==> config.mk <==
export PLATFORM = sky130hd
export DESIGN_NAME = bsc_access_path
export DESIGN_NICKNAME = d
export VERILOG_FILES = /design/src/bsc_line_mem.v /design/src/bsc_access_path.v
export VERILOG_INCLUDE_DIRS = /design/src /design/src/src
export SDC_FILE = /design/constraint.sdc
export NUM_CORES = 2
export LEC_CHECK = 0
export BUFFER_PORTS_ARGS = -buffer_cell sky130_fd_sc_hd__buf_4
export CORE_UTILIZATION = 35
export CTS_BUF_LIST = sky130_fd_sc_hd__clkbuf_4
export CTS_CLUSTER_DIAMETER = 50
export DETAILED_ROUTE_END_ITERATION = 12
export SLEW_MARGIN = 20
export SYNTH_ARGS = -nofsm -noshare
export SYNTH_HDL_FRONTEND = slang
export SYNTH_SLANG_ARGS = --single-unit
==> constraint.sdc <==
create_clock -name sys_clk_i -period 5.8 [get_ports sys_clk_i]
set_input_delay 1.74 -clock sys_clk_i [delete_from_list [all_inputs] [get_ports sys_clk_i]]
set_output_delay 1.74 -clock sys_clk_i [all_outputs]
set_load 0.005 [all_outputs]
==> src/bsc_map.vh <==
// Constants for the bus controller access path.
// Assumes inclusion by bare name from the design files.
`ifndef BSC_MAP_VH
`define BSC_MAP_VH
// Address partitions (addr[31:28])
`define BSC_PART_CACHE    4'h0
`define BSC_PART_ONCHIP   4'h1
// Peripheral windows (addr[31:8])
`define BSC_PER_WIN_A     24'hfffffc
`define BSC_PER_WIN_B     24'hfffffe
`define BSC_PER_WIN_C     24'hffffff
// Peripheral latencies in clocks
`define BSC_PER_CYC_A     3'h3
`define BSC_PER_CYC_B     3'h4
`define BSC_PER_CYC_C     3'h2
// Index of the last cache line fill beat (four beats per line)
`define BSC_FILL_BEATS    2'h3
// Refresh interval
`define BSC_RFSH_INTERVAL 8'hff
// Access sizes
`define BSC_SIZE_BYTE     2'h0
`define BSC_SIZE_WORD     2'h1
`define BSC_SIZE_LONG     2'h2
// Cache index width
`define BSC_IDX_W         4
`endif

==> src/bsc_line_mem.v <==
// Cache data words, registered read.
// Assumes one clock; ports by word index.
`timescale 1ns/10ps
`default_nettype none
module bsc_line_mem (
  // Clock
  input  wire        sys_clk_i,
  // Write port
  input  wire        we_i,
  input  wire [5:0]  waddr_i,
  input  wire [31:0] wdata_i,
  // Read port
  input  wire [5:0]  raddr_i,
  output reg  [31:0] rdata_o
);
  reg [31:0] mem [0:63]; // Storage array

  ////////////////////////////////////////////////////////////////////
  // Write and registered read; a read in the same cycle returns the old word
  always @(posedge sys_clk_i) begin
    if (we_i) begin
      mem[waddr_i] <= wdata_i;
    end
    rdata_o <= mem[raddr_i];
  end
endmodule // bsc_line_mem
`default_nettype wire

==> src/bsc_access_path.v <==
// Bus controller access path and write buffer.
// Handles manual and power-on reset.
// Assumes one-cycle CPU/DMA requests on sys_clk_i.
// External bus answers with ext_done_i.
`timescale 1ns/10ps
`default_nettype none
`include "bsc_map.vh"

module bsc_access_path (
  // Clock and resets
  input  wire        sys_clk_i,
  input  wire        nrst_i,
  input  wire        manual_rst_i,
  input  wire        sleep_i,
  // Configuration load (kept across manual reset)
  input  wire        cfg_we_i,
  input  wire        cfg_cache_en_i,
  input  wire        cfg_sdram_i,
  // CPU request on the cache bus
  input  wire        cpu_req_i,
  input  wire        cpu_we_i,
  input  wire        cpu_fetch_i,
  input  wire [1:0]  cpu_size_i,
  input  wire [31:0] cpu_addr_i,
  input  wire [31:0] cpu_wdata_i,
  output wire        cpu_ack_o,
  output reg  [31:0] cpu_rdata_o,
  // DMA request on the internal bus
  input  wire        dma_req_i,
  input  wire        dma_we_i,
  input  wire        dma_dual_i,
  input  wire        dma_src_ext_i,
  input  wire        dma_dst_ext_i,
  input  wire        dma_single_sdram_i,
  input  wire [31:0] dma_addr_i,
  input  wire [31:0] dma_wdata_i,
  output wire        dma_ack_o,
  output reg  [31:0] dma_rdata_o,
  output reg         dma_acknowledge_o,
  // External bus
  output reg         ext_req_o,
  output reg         ext_we_o,
  output reg  [31:0] ext_addr_o,
  output reg  [1:0]  ext_size_o,
  output reg  [31:0] ext_wdata_o,
  output reg         ext_oe_o,
  output reg         area_chip_select_o,
  output reg         byte_lane_mask_o,
  input  wire        ext_done_i,
  input  wire [31:0] ext_rdata_i,
  // Peripheral bus
  output reg         per_req_o,
  output reg         per_we_o,
  output reg  [31:0] per_addr_o,
  output reg  [31:0] per_wdata_o,
  input  wire [31:0] per_rdata_i,
  // Arbitration and refresh
  input  wire        bus_release_request_i,
  output reg         bus_grant_o,
  output reg         refresh_req_o
);
  // Main states
  localparam [2:0] ST_IDLE = 3'h0;
  localparam [2:0] ST_SRCH = 3'h1; // Cache search cycle
  localparam [2:0] ST_DEC  = 3'h2; // Extra decode cycle
  localparam [2:0] ST_EXT  = 3'h3; // External single access
  localparam [2:0] ST_FILL = 3'h4; // Line fill beats
  localparam [2:0] ST_PER  = 3'h5; // Peripheral access
  localparam [2:0] ST_RCV  = 3'h6; // Write recovery / precharge

  reg [2:0]  st_q;                 // Current state
  reg        own_dma_q;            // Current access belongs to DMA
  reg        cur_we_q;             // Current access is a write
  reg [31:0] cur_addr_q;           // Current access address
  reg [31:0] cur_wdata_q;          // Current write data
  reg [1:0]  beat_q;               // Fill beat counter
  reg [2:0]  per_cnt_q;            // Peripheral latency counter
  reg        cfg_cache_en_q;       // Cache enable configuration
  reg        cfg_sdram_q;          // Sdram configured for normal space
  reg        wb_full_q;            // Write buffer occupied
  reg [31:0] wb_addr_q;            // Buffered write address
  reg [31:0] wb_data_q;            // Buffered write data
  reg        wb_busy_q;            // Buffered write on external bus
  reg        wb_sdram_q;           // Last write went to sdram
  reg [7:0]  refresh_interval_counter_q; // Refresh timer
  reg [`BSC_IDX_W-1:0] tag_v_q;    // Unused marker width guard
  reg [19:0] tag_q [0:15];         // Line tags
  reg [15:0] valid_q;              // Line valid bits
  reg        brq_s1_q;             // Release request sync stage 1
  reg        brq_s2_q;             // Release request sync stage 2
  reg        mrst_s1_q;            // Manual reset sync stage 1
  reg        mrst_s2_q;            // Manual reset sync stage 2
  reg        cpu_ack_q;            // CPU completion pulse
  reg        dma_ack_q;            // DMA completion pulse
  reg        mem_we;               // Line memory write strobe
  reg  [5:0] mem_waddr;            // Line memory write index
  wire [31:0] mem_rdata;           // Line memory read data
  integer    i;                    // Loop index

  // Address decode helpers
  function is_cache;
    input [31:0] a;
    begin
      is_cache = (a[31:28] == `BSC_PART_CACHE);
    end
  endfunction

  function is_per;
    input [31:0] a;
    begin
      is_per = (a[31:8] == `BSC_PER_WIN_A) || (a[31:8] == `BSC_PER_WIN_B) ||
               (a[31:8] == `BSC_PER_WIN_C);
    end
  endfunction

  function [2:0] per_lat;
    input [31:0] a;
    begin
      if (a[31:8] == `BSC_PER_WIN_A) begin
        per_lat = `BSC_PER_CYC_A;
      end else if (a[31:8] == `BSC_PER_WIN_B) begin
        per_lat = `BSC_PER_CYC_B;
      end else begin
        per_lat = `BSC_PER_CYC_C;
      end
    end
  endfunction

  ////////////////////////////////////////////////////////////////////
  // Line memory instance
  bsc_line_mem u_mem (
    .sys_clk_i (sys_clk_i),
    .we_i      (mem_we),
    .waddr_i   (mem_waddr),
    .wdata_i   (ext_done_i ? ext_rdata_i : cur_wdata_q),
    .raddr_i   (cpu_addr_i[7:2]),
    .rdata_o   (mem_rdata)
  );

  ////////////////////////////////////////////////////////////////////
  // Pin synchronisers
  always @(posedge sys_clk_i) begin
    brq_s1_q  <= bus_release_request_i;
    brq_s2_q  <= brq_s1_q;
    mrst_s1_q <= manual_rst_i;
    mrst_s2_q <= mrst_s1_q;
  end

  wire hit = valid_q[cur_addr_q[7:4]] &&
             (tag_q[cur_addr_q[7:4]] == cur_addr_q[27:8]);
  wire ext_idle = !wb_busy_q && (st_q != ST_EXT) && (st_q != ST_FILL);

  // Line write strobe: fills and hits
  always @* begin
    mem_we    = 1'b0;
    mem_waddr = {cur_addr_q[7:4], beat_q};
    if (st_q == ST_FILL && ext_done_i && !mrst_s2_q) begin
      mem_we = 1'b1;
    end else if (st_q == ST_SRCH && cur_we_q && hit) begin
      mem_we    = 1'b1;
      mem_waddr = cur_addr_q[7:2];
    end
  end

  assign cpu_ack_o = cpu_ack_q;
  assign dma_ack_o = dma_ack_q;

  ////////////////////////////////////////////////////////////////////
  // Configuration: cleared by power-on only
  always @(posedge sys_clk_i) begin
    if (!nrst_i) begin
      cfg_cache_en_q <= 1'b0;
      cfg_sdram_q    <= 1'b0;
    end else if (cfg_we_i) begin
      cfg_cache_en_q <= cfg_cache_en_i;
      cfg_sdram_q    <= cfg_sdram_i;
    end
  end

  ////////////////////////////////////////////////////////////////////
  // Refresh interval counter
  always @(posedge sys_clk_i) begin
    if (!nrst_i) begin
      refresh_interval_counter_q <= 8'h00;
      refresh_req_o              <= 1'b0;
    end else if (mrst_s2_q || sleep_i) begin
      refresh_req_o <= 1'b0;
    end else if (refresh_interval_counter_q == `BSC_RFSH_INTERVAL) begin
      refresh_interval_counter_q <= 8'h00;
      refresh_req_o              <= 1'b1;
    end else begin
      refresh_interval_counter_q <= refresh_interval_counter_q + 8'h01;
      refresh_req_o              <= 1'b0;
    end
  end

  ////////////////////////////////////////////////////////////////////
  // Bus release, not newly granted in manual reset
  always @(posedge sys_clk_i) begin
    if (!nrst_i) begin
      bus_grant_o <= 1'b0;
    end else if (!brq_s2_q) begin
      bus_grant_o <= 1'b0;
    end else if (!mrst_s2_q && st_q == ST_IDLE && !wb_busy_q) begin
      bus_grant_o <= 1'b1;
    end
  end

  ////////////////////////////////////////////////////////////////////
  // Main sequencer
  always @(posedge sys_clk_i) begin
    if (!nrst_i) begin
      st_q               <= ST_IDLE;
      own_dma_q          <= 1'b0;
      cur_we_q           <= 1'b0;
      cur_addr_q         <= 32'h0000_0000;
      cur_wdata_q        <= 32'h0000_0000;
      beat_q             <= 2'h0;
      per_cnt_q          <= 3'h0;
      wb_full_q          <= 1'b0;
      wb_addr_q          <= 32'h0000_0000;
      wb_data_q          <= 32'h0000_0000;
      wb_busy_q          <= 1'b0;
      wb_sdram_q         <= 1'b0;
      valid_q            <= 16'h0000;
      tag_v_q            <= {`BSC_IDX_W{1'b0}};
      cpu_ack_q          <= 1'b0;
      dma_ack_q          <= 1'b0;
      cpu_rdata_o        <= 32'h0000_0000;
      dma_rdata_o        <= 32'h0000_0000;
      dma_acknowledge_o  <= 1'b0;
      ext_req_o          <= 1'b0;
      ext_oe_o           <= 1'b0;
      ext_we_o           <= 1'b0;
      ext_addr_o         <= 32'h0000_0000;
      ext_size_o         <= `BSC_SIZE_LONG;
      ext_wdata_o        <= 32'h0000_0000;
      area_chip_select_o <= 1'b0;
      byte_lane_mask_o   <= 1'b0;
      per_req_o          <= 1'b0;
      per_we_o           <= 1'b0;
      per_addr_o         <= 32'h0000_0000;
      per_wdata_o        <= 32'h0000_0000;
      for (i = 0; i < 16; i = i + 1) begin
        tag_q[i] <= 20'h00000;
      end
    end else begin
      cpu_ack_q <= 1'b0;
      dma_ack_q <= 1'b0;
      per_req_o <= 1'b0;
      // Buffered write drains in parallel
      if (wb_busy_q && ext_done_i && st_q != ST_FILL && st_q != ST_EXT) begin
        wb_busy_q        <= 1'b0;
        wb_full_q        <= 1'b0;
        ext_req_o        <= 1'b0;
        ext_oe_o         <= 1'b0;
        byte_lane_mask_o <= 1'b0;
        area_chip_select_o <= 1'b0;
      end else if (wb_full_q && !wb_busy_q && (st_q == ST_IDLE ||
                   st_q == ST_PER) && !bus_grant_o) begin
        wb_busy_q          <= 1'b1;
        ext_req_o          <= 1'b1;
        ext_we_o           <= 1'b1;
        ext_oe_o           <= 1'b1;
        ext_addr_o         <= wb_addr_q;
        ext_wdata_o        <= wb_data_q;
        ext_size_o         <= `BSC_SIZE_LONG;
        area_chip_select_o <= 1'b1;
        byte_lane_mask_o   <= wb_sdram_q;
      end
      case (st_q)
        ST_IDLE: begin
          dma_acknowledge_o <= 1'b0;
          if (mrst_s2_q || bus_grant_o) begin
            st_q <= ST_IDLE;
          end else if (dma_req_i && !(dma_dual_i && !dma_we_i &&
                       dma_src_ext_i && dma_dst_ext_i && wb_full_q)) begin
            // DMA never enters the cache
            own_dma_q   <= 1'b1;
            cur_we_q    <= dma_we_i;
            cur_addr_q  <= dma_addr_i;
            cur_wdata_q <= dma_wdata_i;
            st_q        <= ST_DEC;
          end else if (cpu_req_i) begin
            own_dma_q   <= 1'b0;
            cur_we_q    <= cpu_we_i;
            cur_addr_q  <= cpu_addr_i;
            cur_wdata_q <= cpu_wdata_i;
            if (is_cache(cpu_addr_i) && cfg_cache_en_q) begin
              st_q <= ST_SRCH;
            end else begin
              st_q <= ST_DEC;
            end
          end
        end
        ST_SRCH: begin
          if (cur_we_q) begin
            st_q <= ST_DEC;
          end else if (hit) begin
            cpu_rdata_o <= mem_rdata;
            cpu_ack_q   <= 1'b1;
            st_q        <= ST_IDLE;
          end else if (!ext_idle || wb_full_q) begin
            st_q <= ST_SRCH;
          end else begin
            beat_q     <= 2'h0;
            ext_req_o  <= 1'b1;
            ext_we_o   <= 1'b0;
            ext_oe_o   <= 1'b0;
            ext_size_o <= `BSC_SIZE_LONG;
            ext_addr_o <= {cur_addr_q[31:4], 4'h0};
            area_chip_select_o <= 1'b1;
            st_q       <= ST_FILL;
          end
        end
        ST_DEC: begin
          // Downward paths only: cache->internal->peripheral
          if (is_per(cur_addr_q)) begin
            per_cnt_q   <= per_lat(cur_addr_q);
            per_we_o    <= cur_we_q;
            per_addr_o  <= cur_addr_q;
            per_wdata_o <= cur_wdata_q;
            st_q        <= ST_PER;
          end else if (cur_we_q) begin
            if (wb_full_q) begin
              st_q <= ST_DEC;
            end else begin
              wb_full_q  <= 1'b1;
              wb_addr_q  <= cur_addr_q;
              wb_data_q  <= cur_wdata_q;
              wb_sdram_q <= cfg_sdram_q && !own_dma_q;
              cpu_ack_q  <= !own_dma_q;
              dma_ack_q  <= own_dma_q;
              dma_acknowledge_o <= own_dma_q && dma_single_sdram_i;
              st_q       <= (own_dma_q && dma_single_sdram_i) ? ST_RCV : ST_IDLE;
            end
          end else if (!ext_idle || wb_full_q) begin
            st_q <= ST_DEC;
          end else begin
            ext_req_o  <= 1'b1;
            ext_we_o   <= 1'b0;
            ext_oe_o   <= 1'b0;
            ext_addr_o <= cur_addr_q;
            ext_size_o <= (cpu_fetch_i && !own_dma_q) ? `BSC_SIZE_LONG : cpu_size_i;
            // Select meets mask negation
            area_chip_select_o <= 1'b1;
            byte_lane_mask_o   <= 1'b0;
            dma_acknowledge_o  <= own_dma_q;
            st_q       <= ST_EXT;
          end
        end
        ST_EXT: begin
          if (ext_done_i) begin
            ext_req_o          <= 1'b0;
            area_chip_select_o <= 1'b0;
            if (own_dma_q) begin
              dma_rdata_o <= ext_rdata_i;
              dma_ack_q   <= 1'b1;
            end else begin
              cpu_rdata_o <= ext_rdata_i;
              cpu_ack_q   <= 1'b1;
            end
            st_q <= (own_dma_q && dma_single_sdram_i) ? ST_RCV : ST_IDLE;
          end
        end
        ST_FILL: begin
          if (ext_done_i) begin
            if (beat_q == cur_addr_q[3:2]) begin
              cpu_rdata_o <= ext_rdata_i;
              cpu_ack_q   <= 1'b1;
            end
            if (mrst_s2_q) begin
              ext_req_o          <= 1'b0;
              area_chip_select_o <= 1'b0;
              valid_q[cur_addr_q[7:4]] <= 1'b0;
              st_q <= ST_IDLE;
            end else if (beat_q == `BSC_FILL_BEATS) begin
              ext_req_o          <= 1'b0;
              area_chip_select_o <= 1'b0;
              valid_q[cur_addr_q[7:4]] <= 1'b1;
              tag_q[cur_addr_q[7:4]]   <= cur_addr_q[27:8];
              st_q <= ST_IDLE;
            end else begin
              beat_q     <= beat_q + 2'h1;
              ext_addr_o <= {cur_addr_q[31:4], beat_q + 2'h1, 2'h0};
            end
          end
        end
        ST_PER: begin
          per_req_o <= (per_cnt_q == 3'h1);
          if (per_cnt_q == 3'h1) begin
            if (own_dma_q) begin
              dma_rdata_o <= per_rdata_i;
              dma_ack_q   <= 1'b1;
            end else begin
              cpu_rdata_o <= per_rdata_i;
              cpu_ack_q   <= 1'b1;
            end
            st_q <= ST_IDLE;
          end else begin
            per_cnt_q <= per_cnt_q - 3'h1;
          end
        end
        ST_RCV: begin
          // Acknowledge held in recovery
          dma_acknowledge_o <= 1'b1;
          st_q              <= ST_IDLE;
        end
        default: begin
          st_q <= ST_IDLE;
        end
      endcase
    end
  end
endmodule // bsc_access_path
`default_nettype wire

==> out/metrics.csv <==
stage,metric,value,unit
route,first_pass_iters,8,
yosys,syn_nets,6402,
route,ant_nets,0,
grt,top_usage_layer,met2,
yosys,synthFlopType,edfxtp_1,
timing,hold_viol_final,0,
route,wl_per_cell,28.3,microns
grt,met2_usage,31.1,%
final_layout,multi_input_area,30200,sq um
worst_setup_path,slowest_delay,0.69,ns
clocking,cts_root_buf,clkbuf_4,
placed_design,placement.io_buffers,417,
grt,grt_util_met3,4.87,%
final_layout,drive_above_1_share,34.5,%
final_layout,area_growth,16.9,%
yosys,synth_seq_area_share,71.8,%
clocking,htreeDepth,6,
final_layout,final_nets,7298,
worst_setup_path,start_kind,flip-flop,
pwr,total_power,43.6,mW
route,wirelength,333000,microns
placed_design,dp_hpwl,212000,microns
min_path,min_path_type,flip-flop to flip-flop,
clocking,clk_pin_slew,0.07,ns
status,status,"complete, no violations",
pwr,p_leak,43.5,nW
pwr,p_per_area,338,nW/um^2
final_layout,layout_commonest_cell,edfxtp_1,
yosys,synth_largest_area_cell,edfxtp_1,
final_layout,final_cell_mix,"2368 x edfxtp_1, 1017 x clkbuf_4, 725 x mux4_2, 581 x buf_4, 474 x nand2_1",
clocking,clock_sinks,2781,
yosys,synth_cells,6186,
placed_design,placed_cells,10500,
clocking,cts-resized-gates,0,
die,initial_core_util,35.2,%
timing,rsz0062_at_grt,no,
worst_setup_path,crit_buf_inv,3,
die,core,315000,sq um
timing,timing.final.ws_setup,0.325,ns
worst_setup_path,arrival,6.39,ns
clocking,cts_tree,done,
die,die_area,318000,sq um
placed_design,place_congestion,0.889,
clocking,holdBufCountCts,0,
final_layout,stdcell_count,11800,
yosys,syn_avg_cell_area,17.9,sq um
clocking,cts.path.max_buffers,4,
timing,slew_headroom,25.8,%
timing,drv_slew,0,
worst_setup_path,cpMaxStageDelayCell,dfxtp_4,
timing,setup_violations,0,
final_layout,register_area,79400,sq um
clocking,cts_post_setup_buffers_inserted,0,
yosys,synthArstFlopShare,0,%
clocking,clk_latency,1.40,ns
run,cap_violations,0,
timing,tightest_slew,1.11,ns
yosys,ys.warnings.count,0,
worst_setup_path,cp_max_fo,32,
worst_setup_path,cp_cell_sequence,"buf_4, nor2b_1, a22oi_1, a211o_1, nand2_1, a22oi_1, or4_4, nor4_4, a31oi_4, buf_4, nor2_4, buf_4",
yosys,yosysUniqueCellTypes,69,
die,rows,206,
yosys,yosys_register_bits,2781,
die,die_height,564,microns
route,drtIter0Drc,8106,
grt,grt_pass1_vias,63900,
route,drc_errors,0,
worst_setup_path,path_class,flip-flop to flip-flop,
yosys,synth_edf_count,2368,
min_path,min-delay-start,mrst_s1_q,
worst_setup_path,end_kind,flip-flop,
clocking,numCtsBuffers,692,
yosys,synth.area.top_cells,"edfxtp_1 64%, mux4_2 15%, dfxtp_1 7.5%, and2_1 1.7%, mux2i_1 1.7%",
grt,grt_antenna_before_repair,38,
worst_setup_path,critPathMostFrequentCell,buf_4,
die,io_pins,418,
placed_design,pre_cts_ws,0.382,ns
route,vias,64800,
grt,gr-total-overflow,0,
route,vias_per_cell,5.50,
timing,min_period,5.47,ns
grt,met1_usage,28.6,%
yosys,yosysTopAreaCellShare,64.3,%
die,die_w,564,microns
grt,grt_pass1_wl,469000,microns
final_layout,fillers,28000,
grt,grt.total_usage,20.5,%
timing,period_share,94.4,%
worst_setup_path,crit_family,simple AND/OR/NAND/NOR gates,
placed_design,placed_area,121000,sq um
pwr,peakVddDrop,0.000190,V
grt,grt_max_degree,131,
timing,fmax,183,MHz
yosys,syn_area,111000,sq um
timing,clock_skew,0.130,ns
final_layout,design_area,129000,sq um
worst_setup_path,r2r_slack,0.33,ns
worst_setup_path,crit_required,6.72,ns
timing,setup_tns,0,ns
-- layout make-up --
class / instances / share of cell area (%)
diodes: 29 / 0.0561
clock buffers: 1017 / 5.91
clock inverters: 191 / 0.796
inverters: 10 / 0.0348
multi-input cells: 2948 / 23.4
flip-flops and latches: 2781 / 61.4
well taps: 4160 / 4.03
repair buffers: 649 / 4.40
-- metrics by stage --
| stage | utilization (%) | hold slack [ns] |
|---|---|---|
| after floorplan | - | 0.310 |
| after global placement | 38.3 | 0.314 |
| after detailed placement | 38.3 | 0.317 |
| after CTS | 41.1 | 0.301 |
| after global routing | 41.1 | 0.347 |
| final | 41.1 | 0.345 |
-- registers in the layout, summed over array words and instances (netlist names), 8 cells and up, named ones only --
register / flops
cur_addr_q: 32
per_addr_o: 32
per_wdata_o: 32
u_mem.rdata_o: 32
ext_addr_o: 32
u_mem.mem: 2048
wb_addr_q: 32
cur_wdata_q: 32
refresh_interval_counter_q: 8
cpu_rdata_o: 32
wb_data_q: 32
dma_rdata_o: 32
tag_q: 320
ext_wdata_o: 32
-- routing by layer --
layer,share of wire (%),up-vias
met2,46,3451
met1,42,33900
met3,9.4,604
met4,3.4,14
met5,0.033,-
li1,-,26900
-- cell families after synthesis --
group / count (synthesis) / share of synthesized area [%]
flip-flops: 2781 / 71.8
AND/OR/NAND/NOR: 1332 / 5.68
multiplexers: 965 / 17.0
buffers and inverters: 457 / 1.62
AO/OA/AOI/OAI: 624 / 3.72
adder cells (fa/ha/maj): 4 / 0.0452
XOR/XNOR: 23 / 0.182
-- synthesized netlist by cell type, types with 8 or more instances --
library cell	count
inv_1	8
mux2_2	49
dfxtp_1	413
a22oi_1	23
mux2i_1	190
o22ai_1	24
nand2b_1	13
xor2_1	11
o21ai_0	91
a21oi_1	204
o221ai_1	23
nor3_1	45
nand3_1	44
a221o_1	56
a211oi_1	109
xnor2_1	12
nand4_1	9
a31oi_1	9
o211ai_1	29
and3_1	47
nand2_1	478
clkbuf_1	330
and2_1	304
buf_1	82
or2_2	8
nor2_1	314
o21a_1	17
edfxtp_1	2368
mux4_2	725
nor4_1	8
buf_2	26
nor2b_1	33
-- power by group --
| part | total (mW) | switching, mW | internal, mW | leakage [nW] |
|---|---|---|---|---|
| logic | 4.47 | 2.97 | 1.51 | 13.1 |
| clock network | 16.3 | 7.92 | 8.41 | 5.17 |
| registers | 22.8 | 0.502 | 22.3 | 25.3 |
-- path summary, 6_finish.rpt --
kind / to / cells past startpoint
hold / removal: mrst_s2_q / 0
setup / recovery: u_mem.mem[22][16] / 12
hold reg to reg: mrst_s2_q / 0
setup reg to reg: u_mem.mem[22][16] / 12
No activity file was read; power rests on OpenSTA's default activity.
